==> src/rtl/acc_pkg.sv <==
// Constants and types for the converter conversion control block.
// Assumes a single 200 MHz clock domain.
`default_nettype none

package acc_pkg;

    // Clock rate
    localparam int CLK_MHZ          = 200;           // Clock in MHz

    // Data widths
    localparam int RESULT_W         = 10;            // Conversion result width
    localparam int THRESH_W         = 8;             // Over-temperature threshold width
    localparam int CHAN_W           = 3;             // Channel select width

    // Channel 0 is the temperature sensor
    localparam logic [2:0] TEMP_CHANNEL = 3'h0;      // Temperature channel code

    // Timing figures as printed, in microseconds
    localparam int VOLT_CONV_US     = 9;             // Voltage conversion, longest
    localparam int TEMP_CONV_US     = 27;            // Temperature conversion, longest
    localparam int POWER_UP_US      = 2;             // Power-up from power-down, longest

    // Pin edge to registered output: two sync flops and output flop, plus one cycle margin
    localparam int PIN_LAT_CYC      = 4;             // Cycles spent before the counters run

    // Cycle counts, longest times rounded down less pin latency, at least one cycle
    localparam int VOLT_CONV_CYC    = (VOLT_CONV_US * CLK_MHZ - PIN_LAT_CYC) < 1 ? 1 :
                                      VOLT_CONV_US * CLK_MHZ - PIN_LAT_CYC;
    localparam int TEMP_CONV_CYC    = (TEMP_CONV_US * CLK_MHZ - PIN_LAT_CYC) < 1 ? 1 :
                                      TEMP_CONV_US * CLK_MHZ - PIN_LAT_CYC;
    localparam int POWER_UP_CYC     = (POWER_UP_US * CLK_MHZ - PIN_LAT_CYC) < 1 ? 1 :
                                      POWER_UP_US * CLK_MHZ - PIN_LAT_CYC;

    // Reset values
    localparam logic       FLAG_RESET     = 1'b1;    // Over-temperature flag idle high
    localparam logic       PDOWN_RESET    = 1'b0;    // Powered up after reset

    // Control states, one-hot
    typedef enum logic [2:0] {
        ACC_IDLE    = 3'b001,                        // Tracking, waiting for start
        ACC_CONVERT = 3'b010,                        // Holding, converting
        ACC_POWERUP = 3'b100                         // Waking from power-down
    } acc_state_type;

endpackage

`default_nettype wire

==> src/rtl/acc_sar_core.sv <==
// Successive-approximation sequencer: one bit decision per step.
// Assumes comparator input is synchronous to mclk_i.
`default_nettype none

module acc_sar_core #(
    parameter int WIDTH = 10                         // Result width
) (
    input  wire logic             mclk_i,            // Clock
    input  wire logic             rst_n_i,           // Synchronised reset, low active
    input  wire logic             start_i,           // Begin approximation
    input  wire logic             step_i,            // Advance one bit
    input  wire logic             comp_i,            // Comparator: input above trial
    output logic [WIDTH-1:0]      trial_o,           // Trial code to the DAC
    output logic [WIDTH-1:0]      result_o           // Final code
);

    // Refuse widths with no bit below the first
    if (WIDTH < 2) begin : g_bad_width
        $error("acc_sar_core: WIDTH too small");
    end

    logic [WIDTH-1:0] code_reg;                      // Accumulated code
    logic [WIDTH-1:0] mask_reg;                      // Bit under trial
    logic [WIDTH-1:0] code_next;                     // Code after decision
    logic [WIDTH-1:0] mask_next;                     // Next bit under trial

    // Keep the trial bit if the comparator says input is above
    assign code_next = comp_i ? (code_reg | mask_reg) : code_reg;
    assign mask_next = mask_reg >> 1;

    ////////////////////////////////////////////////////////////////////////
    // Bit-by-bit approximation
    always_ff @(posedge mclk_i or negedge rst_n_i) begin
        if (!rst_n_i) begin
            code_reg <= '0;
            mask_reg <= '0;
            trial_o  <= '0;
            result_o <= '0;
        end else if (start_i) begin
            code_reg <= '0;
            mask_reg <= {1'b1, {(WIDTH-1){1'b0}}};
            trial_o  <= {1'b1, {(WIDTH-1){1'b0}}};      // Trial mirrors code and mask
        end else if (step_i && (mask_reg != '0)) begin
            code_reg <= code_next;
            mask_reg <= mask_next;
            trial_o  <= code_next | mask_next;          // Registered so the DAC sees no glitch
            result_o <= code_next;
        end
    end

endmodule

`default_nettype wire

==> src/rtl/acc_conv_ctrl.sv <==
// Conversion control: start, track/hold, busy, power-down, over-temperature.
// Assumes host pins are asynchronous; comparator and threshold are on mclk_i.
`default_nettype none

module acc_conv_ctrl #(
    parameter int VOLT_CYC = acc_pkg::VOLT_CONV_CYC, // Voltage conversion cycles
    parameter int TEMP_CYC = acc_pkg::TEMP_CONV_CYC, // Temperature conversion cycles
    parameter int PWR_CYC  = acc_pkg::POWER_UP_CYC   // Power-up cycles
) (
    input  wire logic                             mclk_i,                 // 200 MHz clock
    input  wire logic                             arst_n_i,               // Async reset, low
    input  wire logic                             conversion_start_n_i,   // Start pin
    input  wire logic                             chip_select_n_i,        // Serial select pin
    input  wire logic                             read_write_i,           // High read, low write
    input  wire logic [acc_pkg::CHAN_W-1:0]       channel_i,              // Selected channel
    input  wire logic [acc_pkg::THRESH_W-1:0]     over_temp_threshold_i,  // Threshold value
    input  wire logic                             comp_i,                 // Comparator output
    output logic                                  busy_o,                 // Converting
    output logic                                  hold_o,                 // Track/hold in hold
    output logic                                  power_down_o,           // Part powered down
    output logic                                  over_temp_flag_n_o,     // Over-temp, low
    output logic                                  port_enable_o,          // Serial port active
    output logic [acc_pkg::RESULT_W-1:0]          trial_o,                // Trial code to DAC
    output logic [acc_pkg::RESULT_W-1:0]          result_o                // Last result
);

    localparam int RW = acc_pkg::RESULT_W;            // Result width
    localparam int CW = 15;                           // Step counter width

    // Refuse timings the counter or the bit slicing cannot serve
    if (TEMP_CYC < RW || VOLT_CYC < RW || PWR_CYC < 1 || TEMP_CYC >= (1 << CW)
        || VOLT_CYC >= (1 << CW) || PWR_CYC >= (1 << CW)) begin : g_bad_timing
        $error("acc_conv_ctrl: timing parameters out of range");
    end

    ////////////////////////////////////////////////////////////////////////
    // Reset release
    logic [1:0] rst_sync_reg;                         // Reset release pipe
    logic       rst_n;                                // Synchronised reset

    always_ff @(posedge mclk_i or negedge arst_n_i) begin
        if (!arst_n_i) begin
            rst_sync_reg <= 2'h0;
        end else begin
            rst_sync_reg <= {rst_sync_reg[0], 1'b1};
        end
    end
    assign rst_n = rst_sync_reg[1];

    ////////////////////////////////////////////////////////////////////////
    // Pin synchronisers, two flops each, plus a history flop for edges
    logic [1:0] cs_meta_reg;                          // Start pin sync
    logic [1:0] sel_meta_reg;                         // Select pin sync
    logic [1:0] rw_meta_reg;                          // Read/write pin sync
    logic       cs_prev_reg;                          // Start history
    logic       rw_prev_reg;                          // Read/write history

    always_ff @(posedge mclk_i or negedge rst_n) begin
        if (!rst_n) begin
            cs_meta_reg  <= 2'h3;
            sel_meta_reg <= 2'h3;
            rw_meta_reg  <= 2'h0;
            cs_prev_reg  <= 1'b1;
            rw_prev_reg  <= 1'b0;
        end else begin
            cs_meta_reg  <= {cs_meta_reg[0], conversion_start_n_i};
            sel_meta_reg <= {sel_meta_reg[0], chip_select_n_i};
            rw_meta_reg  <= {rw_meta_reg[0], read_write_i};
            cs_prev_reg  <= cs_meta_reg[1];
            rw_prev_reg  <= rw_meta_reg[1];
        end
    end

    // Edge decode on the synchronised copies
    wire start_lvl  = cs_meta_reg[1];                           // Start level
    wire start_fall = cs_prev_reg & ~start_lvl;                 // Falling start
    wire start_rise = ~cs_prev_reg & start_lvl;                 // Rising start
    wire selected   = ~sel_meta_reg[1];                         // Chip selected
    wire read_end   = ~rw_prev_reg & rw_meta_reg[1] & selected; // Read ends

    ////////////////////////////////////////////////////////////////////////
    // Conversion sequencer
    acc_pkg::acc_state_type state_reg;                // Current state
    acc_pkg::acc_state_type state_next;               // Next state
    logic [CW-1:0]          cnt_reg;                  // Cycle counter
    logic [CW-1:0]          cnt_next;                 // Next counter
    logic                   temp_reg;                 // Converting channel 0
    logic                   pdown_reg;                // Powered down
    logic                   pdown_next;               // Next power-down

    // Conversion length by channel
    function automatic logic [CW-1:0] conv_len(input logic is_temp);
        conv_len = is_temp ? CW'(TEMP_CYC) : CW'(VOLT_CYC);
    endfunction

    wire is_temp   = (channel_i == acc_pkg::TEMP_CHANNEL);       // Temperature channel
    wire conv_done = (state_reg == acc_pkg::ACC_CONVERT) && (cnt_reg == CW'(1));
    // One bit decision per RW slices of the conversion time
    wire [CW-1:0] slice    = conv_len(temp_reg) / CW'(RW);       // Cycles per bit
    wire          sar_step = (state_reg == acc_pkg::ACC_CONVERT) && (slice != '0)
                             && ((cnt_reg % slice) == '0);
    wire          sar_go   = (state_reg == acc_pkg::ACC_IDLE) && start_fall && !pdown_reg;

    // Next-state decode
    always_comb begin
        state_next = state_reg;
        cnt_next   = cnt_reg;
        pdown_next = pdown_reg;
        case (state_reg)
            acc_pkg::ACC_IDLE: begin
                if (pdown_reg && start_rise) begin                 // Wake up
                    state_next = acc_pkg::ACC_POWERUP;
                    cnt_next   = CW'(PWR_CYC);
                end else if (sar_go) begin                         // Begin
                    state_next = acc_pkg::ACC_CONVERT;
                    cnt_next   = conv_len(is_temp);
                end
            end
            acc_pkg::ACC_CONVERT: begin
                cnt_next = cnt_reg - CW'(1);
                if (conv_done) begin
                    state_next = acc_pkg::ACC_IDLE;
                    pdown_next = ~start_lvl;                       // Sample start
                end
            end
            acc_pkg::ACC_POWERUP: begin
                cnt_next = cnt_reg - CW'(1);
                if (cnt_reg == CW'(1)) begin                       // Awake
                    state_next = acc_pkg::ACC_IDLE;
                    pdown_next = 1'b0;
                end
            end
            default: begin
                state_next = acc_pkg::ACC_IDLE;
                cnt_next   = '0;
            end
        endcase
    end

    // Sequencer registers
    always_ff @(posedge mclk_i or negedge rst_n) begin
        if (!rst_n) begin
            state_reg <= acc_pkg::ACC_IDLE;
            cnt_reg   <= '0;
            pdown_reg <= acc_pkg::PDOWN_RESET;
            temp_reg  <= 1'b0;
        end else begin
            state_reg <= state_next;
            cnt_reg   <= cnt_next;
            pdown_reg <= pdown_next;
            if (sar_go) begin
                temp_reg <= is_temp;
            end
        end
    end

    ////////////////////////////////////////////////////////////////////////
    // Bit approximation engine
    logic [RW-1:0] sar_result;                        // Result from core

    acc_sar_core #(
        .WIDTH    (RW)
    ) u_sar (
        .mclk_i   (mclk_i),
        .rst_n_i  (rst_n),
        .start_i  (sar_go),
        .step_i   (sar_step),
        .comp_i   (comp_i),
        .trial_o  (trial_o),
        .result_o (sar_result)
    );

    ////////////////////////////////////////////////////////////////////////
    // Over-temperature compare, upper eight bits against threshold
    wire over = sar_result[RW-1 -: acc_pkg::THRESH_W] > over_temp_threshold_i;
    wire trip = conv_done && temp_reg && over;        // Result exceeds

    ////////////////////////////////////////////////////////////////////////
    // Registered outputs
    always_ff @(posedge mclk_i or negedge rst_n) begin
        if (!rst_n) begin
            busy_o             <= 1'b0;
            hold_o             <= 1'b0;
            power_down_o       <= acc_pkg::PDOWN_RESET;
            over_temp_flag_n_o <= acc_pkg::FLAG_RESET;
            port_enable_o      <= 1'b0;
            result_o           <= '0;
        end else begin
            busy_o        <= (state_next == acc_pkg::ACC_CONVERT);
            hold_o        <= (state_next == acc_pkg::ACC_CONVERT);
            power_down_o  <= pdown_next;
            port_enable_o <= selected;
            if (conv_done) begin
                result_o <= sar_result;
            end
            // Trip wins over a clear in the same cycle; sticky otherwise
            if (trip) begin
                over_temp_flag_n_o <= 1'b0;
            end else if (read_end) begin
                over_temp_flag_n_o <= 1'b1;
            end
        end
    end

endmodule

`default_nettype wire

==> config.mk <==
export PLATFORM = sky130hd
export DESIGN_NAME = acc_conv_ctrl
export DESIGN_NICKNAME = d
export VERILOG_FILES = /design/src/rtl/acc_pkg.sv /design/src/rtl/acc_sar_core.sv /design/src/rtl/acc_conv_ctrl.sv
export SDC_FILE = /design/constraint.sdc
export NUM_CORES = 1
export LEC_CHECK = 0
export ABC_AREA = 1
export BUFFER_PORTS_ARGS = -buffer_cell sky130_fd_sc_hd__buf_4
export CORE_MARGIN = 5
export CORE_UTILIZATION = 40
export CTS_BUF_LIST = sky130_fd_sc_hd__clkbuf_4 sky130_fd_sc_hd__clkbuf_8
export CTS_CLUSTER_SIZE = 30
export DETAILED_ROUTE_END_ITERATION = 16
export PLACE_DENSITY = 0.67
export SETUP_SLACK_MARGIN = 0.4
export SKIP_LAST_GASP = 1
export SYNTH_ARGS = -nofsm -noshare
export SYNTH_HDL_FRONTEND = slang
export SYNTH_SLANG_ARGS = --single-unit
==> constraint.sdc <==
create_clock -name mclk_i -period 4.85 [get_ports mclk_i]
set_input_delay 0.2425 -clock mclk_i [delete_from_list [all_inputs] [get_ports mclk_i]]
set_output_delay 0.2425 -clock mclk_i [all_outputs]
set_load 0.01 [all_outputs]
== Word-level counts from Yosys, hierarchy flattened ==
Cells that the tools add are included.
Widths: inputs -> output; s select.

* Register bits: 83
* Logic and storage cells: 83
* Input bits: 17

* Divide/modulo/power cells: 2
* Magnitude comparators: 1
* Reductions and logical operators: 20
* Add/sub/neg operators: 1
* Multiplexer cells: 22
* Bitwise gates (word level): 11
* Equality and inequality tests: 8

{| class="wikitable"
|+ Operator list
! operator !! count
|-
| $mux 10 || 7
|-
| $mux 15 || 2
|-
| $pmux 15 s2 || 1
|-
| $mux 13 || 2
|-
| $div 15x4->15 const B || 1
|-
| $eq 15x1->1 const B || 1
|-
| $logic_not 15->1 || 1
|-
| $mod 15x15->15 || 1
|-
| $reduce_bool 15->1 || 1
|-
| $sub 15x1->15 const B || 1
|-
| $mux 3 || 4
|-
| $or 10x10->10 || 1
|-
| $or 10x9->10 || 1
|-
| $reduce_bool 10->1 || 1
|-
| $logic_and 1x1->1 || 9
|-
| $pmux 3 s3 || 1
|-
| $gt 8x8->1 || 1
|-
| $eq 3x2->1 const B || 2
|-
| $reduce_bool 2->1 || 3
|-
| $not 1->1 || 5
|-
| $and 1x1->1 || 4
|-
| $mux 1 || 4
|-
| $ne 2x2->1 const B || 2
|-
| $eq 3x1->1 const B || 1
|-
| 8 further kinds || 8
|}

== Longest topological paths before layout ==
* Word-level depth: 8
* Gate-level depth with buffers: 100

== Cells and area by module ==
Synthesis repeated with hierarchy kept, for this count alone.

* Cells, all modules: 1414
* Area, all modules: 8937.3 µm²

{| class="wikitable"
|+ By module, submodules not included
! module !! seq. area each (µm²) !! cells an instance !! times used !! area each (µm²)
|-
| acc_conv_ctrl || 1084.8 || 1193 || 1 || 7080.5
|-
| acc_sar_core || 1001.0 || 221 || 1 || 1856.8
|}

== Least setup slack after synthesis ==
Ideal clock, no wire load.

* Path type: reg-to-reg
* Start point: reg temp_reg
* End point: reg u_sar.result_o[9]
* Library setup time: 0.113 ns
* Path slack: -6.561 ns
* Cell stages (with the launch flop): 93
* Data required time: 4.737 ns
* Buffers on the path: 4
* Arrival: 11.298 ns
* Cells stage by stage: dfrtp_1 inv_2 ha_1 inv_1 nor2_1 nand2_1 nand2_2 nand2_2 nand2_2 nand2_2 nand2_4 nand2_1 xor2_1 inv_1 ha_1 nand3_1 nor2_1 nand2_1 [... 57 more ...] buf_4 nand2_1 o21ai_0 inv_1 ha_1 nand3_1 nor2_1 nand2_1 nand2_2 nand2_2 nand4_1 nand2_1 nor2_1 nand2_1 nor2_4 nand3_1 nand2_1 inv_1

* Cells in the longest elaborated chain, start to end: 7
* Elaborated cells on any way between the ends: 9
* Classes of those cells: div: 2; mux: 1; reduce/logical: 6

{| class="wikitable"
|+ Ends and longest elaborated chain
! item !! RTL line !! source
|-
| start, declared || acc_conv_ctrl.sv:87 || <nowiki>logic temp_reg;</nowiki>
|-
| start signal, assigned || acc_conv_ctrl.sv:152 || <nowiki>temp_reg <= is_temp;</nowiki>
|-
| $mux 13 (*) || acc_conv_ctrl.sv:93 || <nowiki>conv_len = is_temp ? CW'(TEMP_CYC) : CW'(VOLT_CYC);</nowiki>
|-
| $div 15x4->15 (*) || acc_conv_ctrl.sv:99 || <nowiki>wire [CW-1:0] slice = conv_len(temp_reg) / CW'(RW);</nowiki>
|-
| $mod 15x15->15 / $reduce_bool 15->1 (equally long branches) || acc_conv_ctrl.sv:101, acc_conv_ctrl.sv:100 ||
|-
| $logic_not 15->1 / $logic_and 1x1->1 (equally long branches) || acc_conv_ctrl.sv:101, acc_conv_ctrl.sv:100 ||
|-
| $logic_and 1x1->1 (*) || acc_conv_ctrl.sv:101 || <nowiki>&& ((cnt_reg % slice) == '0);</nowiki>
|-
| $logic_and 1x1->1 (*) || acc_sar_core.sv:43 || <nowiki>end else if (step_i && (mask_reg != '0)) begin</nowiki>
|-
| $reduce_and 2->1 (no line) (*) || -- ||
|-
| end signal, assigned || acc_sar_core.sv:47 || <nowiki>result_o <= code_next;</nowiki>
|-
| end, declared || acc_sar_core.sv:14 || <nowiki>output logic [WIDTH-1:0] result_o</nowiki>
|}

Every way passes the cells marked *; elsewhere a longest branch is shown, timed or not.
A chain may end at the register's enable or synchronous reset.

== Final worst setup path ==
* Start point: reg temp_reg
* End point: reg u_sar.code_reg[4]

* Cells in the longest elaborated chain, start to end: 7
* Elaborated cells on any way between the ends: 9
* Classes of those cells: div: 2; mux: 1; reduce/logical: 6

{| class="wikitable"
|+ Ends and longest elaborated chain
! item !! RTL line !! source
|-
| $mux 13 (*) || acc_conv_ctrl.sv:93 ||
|-
| $div 15x4->15 (*) || acc_conv_ctrl.sv:99 ||
|-
| $mod 15x15->15 / $reduce_bool 15->1 (equally long branches) || acc_conv_ctrl.sv:101, acc_conv_ctrl.sv:100 ||
|-
| $logic_not 15->1 / $logic_and 1x1->1 (equally long branches) || acc_conv_ctrl.sv:101, acc_conv_ctrl.sv:100 ||
|-
| $logic_and 1x1->1 (*) || acc_conv_ctrl.sv:101 ||
|-
| $logic_and 1x1->1 (*) || acc_sar_core.sv:43 ||
|-
| $reduce_bool 2->1 (no line) (*) || -- ||
|-
| end signal, assigned || acc_sar_core.sv:44 || <nowiki>code_reg <= code_next;</nowiki>
|-
| end, declared || acc_sar_core.sv:22 || <nowiki>logic [WIDTH-1:0] code_reg;</nowiki>
|}

Marks and branches as above.

==> results.json <==
{
  "cp_num_buf_inv": 17,
  "drive_gt1_share_pct": 41.93,
  "first_pass_iters": 7,
  "period_share_pct": 218.2,
  "largest_reg_flops": 15,
  "drt-total-wl_um": 29080,
  "yosysSeqAreaShare_pct": 24.09,
  "insertedDiodeCount": 0,
  "whs_ns": 0.1965,
  "detail_route.wl_per_cell_um": 13.99,
  "critical_path_required_ns": 5.09,
  "fin_worst_skew_ns": 0.01513,
  "postRouteAntennaNets": 0,
  "finalMaxSlewViolations": 0,
  "pin_count": 42,
  "r2r_cells": 86,
  "portBuffers": 41,
  "grt_max_degree": 82,
  "worstSetupPathDepth": 86,
  "cts_root_buf": "clkbuf_8",
  "stdcell_area_mm2": 0.01358,
  "rsz0062_at_grt": "yes",
  "final_cell_mix": "buf_4, nand2_1, inv_1, nand3_1, nor2_1",
  "critPathKind": "flip-flop to flip-flop",
  "worst_ep_arrival_time_ns": 10.82,
  "async_flop_share_pct": 100.0,
  "ys_ff_latch": 83,
  "slowest_delay_ns": 0.42,
  "synthCells": 1375,
  "vias": 10610,
  "ctsLongestPathBuffers": 2,
  "start_util_pct": 40.92,
  "gr-usage-all-layers_pct": 22.40,
  "synth_edf_count": 0,
  "hp-class": "input port to asynchronous set/reset pin",
  "relSlewSlack_pct": 31.83,
  "gr-total-overflow": 0,
  "synth_ff_type": "dfrtp_1",
  "die_h_um": 157.1,
  "cp_max_fo": 8,
  "worst_slew_pin_slew_ns": 1.023,
  "status": "finished with violations",
  "drt_iter0_drc": 762,
  "startpoint_type": "flip-flop",
  "syn-cell-area_mm2": 0.008657,
  "slowest_stage": "dfrtp_2",
  "clock.fmax_mhz": 94.49,
  "final.min_clock_period_ns": 10.58,
  "worstSetupEndpointType": "flip-flop",
  "synth_cell_types": 52,
  "drc": 0,
  "setup_violations": 40,
  "grt_pass1_wl_um": 46400,
  "clk-insertion-delay-late_ns": 0.36,
  "die_w_um": 157.1,
  "row_count": 53,
  "antenna_found_initial": 0,
  "layout_commonest_cell": "buf_4",
  "first_global_vias": 10070,
  "setup_slack_ns": -5.733,
  "nNetsFinal": 1859,
  "post_dp_cell_area_mm2": 0.01197,
  "dieArea_mm2": 0.02469,
  "vias_per_cell": 5.105,
  "hold_violations": 0,
  "maxCapViolations": 0,
  "syn-num-nets": 1436,
  "fin_setup_tns_ns": -226.89,
  "htreeDepth": 3,
  "areaGrowthSynthToFinish_pct": 56.84,
  "hpwl_um": 21180,
  "clk_pin_slew_ns": 0.08,
  "cp_common_cell": "nand2_2",
  "ys_warn_count": 0,
  "finalWeightedCongestion": 0.9625,
  "violations": "setup timing",
  "core-area_mm2": 0.02115,
  "clkSinkCount": 83,
  "syn_avg_cell_area_um2": 6.296,
  "numCtsBuffers": 9,
  "critical_path.top_delay_family": "simple AND/OR/NAND/NOR gates",
  "cts_tree": "yes"
}
==> cell usage after synthesis (3+ instances only) <==
library cell,n,share of area [%]
buf_2,7,0.40
xor2_1,34,3.4
xnor2_1,5,0.51
buf_4,3,0.26
nor2_4,8,1.0
nor3_1,13,0.75
nor4_1,4,0.29
nor2_2,9,0.65
nand3_4,4,0.81
o22ai_1,5,0.36
nand3_2,12,1.4
clkinv_1,7,0.30
inv_2,11,0.48
dfstp_2,7,2.1
nand2_2,37,2.7
ha_1,44,6.4
a21oi_1,43,2.5
o21ai_0,24,1.4
mux2_2,8,1.0
nand4_1,58,4.2
nand3_1,169,9.8
clkbuf_1,10,0.43
dfrtp_1,76,22
o211ai_1,3,0.26
o21ai_1,11,0.64
nand2_1,402,17
buf_6,3,0.39
nand3b_1,9,0.78
inv_1,192,8.3
a22oi_1,3,0.26
nor2_1,122,5.3
nand2_4,7,0.91
or2_2,3,0.22
==> cell families (layout without fill, tap and decap cells) <==
logic type                 Yosys count  after routing  share of synthesized area [%]
and+or+nand+nor                    866            868                          47.39
buffers and inverters              236            662                          10.88
AOI/OAI and AO/OA                   98             98                          6.244
DFF                                 83             83                          24.09
adders and majority gates           44             44                          6.359
xor gates and xnor gates            39             39                          3.946
muxes                                8              8                          1.041
other                                1              1                        0.04332
==> repair_timing <==
action,in CTS,in global routing
setup buffers,48,21
pin swaps,65,67
setup endpoints to repair,40,40
hold buffers,4,0
endpoints found under the hold margin,5,0
gates resized for setup,74,111
gates cloned,4,2
==> cell type report <==
cell class	count	area [µm²]
Sequential cell	83	2091
Inverter	211	812.0
Clock buffer	10	131.4
Timing Repair Buffer	435	3426
Fill cell	1766	7576
Clock inverter	6	48.80
Multi-Input combinational cell	1058	6725
Tap cell	275	344.1
==> worst reg2reg max path: cells and delay by family, from the launching register on <==
| kind | cells | cell delay, ns |
|---|---|---|
| DFF | 1 | 0.42 |
| xor gates and xnor gates | 6 | 0.96 |
| and+or+nand+nor | 55 | 5.32 |
| buffers and inverters | 17 | 1.64 |
| adders and majority gates | 8 | 2.15 |
==> path summary, 6_finish.rpt <==
kind,slack [ns],from,endpoint
setup / recovery,-5.73,temp_reg$_DFFE_PN0P_,u_sar.code_reg[4]$_DFFE_PN0P_
hold / removal,0.20,arst_n_i,rst_sync_reg[1]$_DFF_PN0_
setup reg to reg,-5.73,temp_reg$_DFFE_PN0P_,u_sar.code_reg[4]$_DFFE_PN0P_
hold reg to reg,0.36,cs_meta_reg[0]$_DFF_PN1_,cs_meta_reg[1]$_DFF_PN1_
max in group asynchronous,3.66,rst_sync_reg[1]$_DFF_PN0_,temp_reg$_DFFE_PN0P_
min in group mclk_i,0.24,channel_i[2],temp_reg$_DFFE_PN0P_
==> per-stage QoR <==
stage          setup WS, ns  std cells  utilization, %
6_report             -5.733       2078           64.19
3_5_place_dp         -6.240       1983           56.57
5_1_grt              -6.410       2078           64.19
3_3_place_gp         -5.972       1983           56.57
2_1_floorplan        -5.855       1375               -
4_1_cts              -5.603       2055           61.10
==> metal layers <==
metal | up-vias | global-route usage [%] | share of wire, %
met5 | - | 0 | 0
met4 | 0 | 5.408 | 1.9
met3 | 51 | 2.612 | 4.9
met2 | 296 | 38.70 | 49
met1 | 4960 | 30.06 | 44
li1 | 5302 | - | -
Power is left out: the tool's default activity adds up to more than one toggle a clock period on the data nets, which glitch-free logic cannot reach.
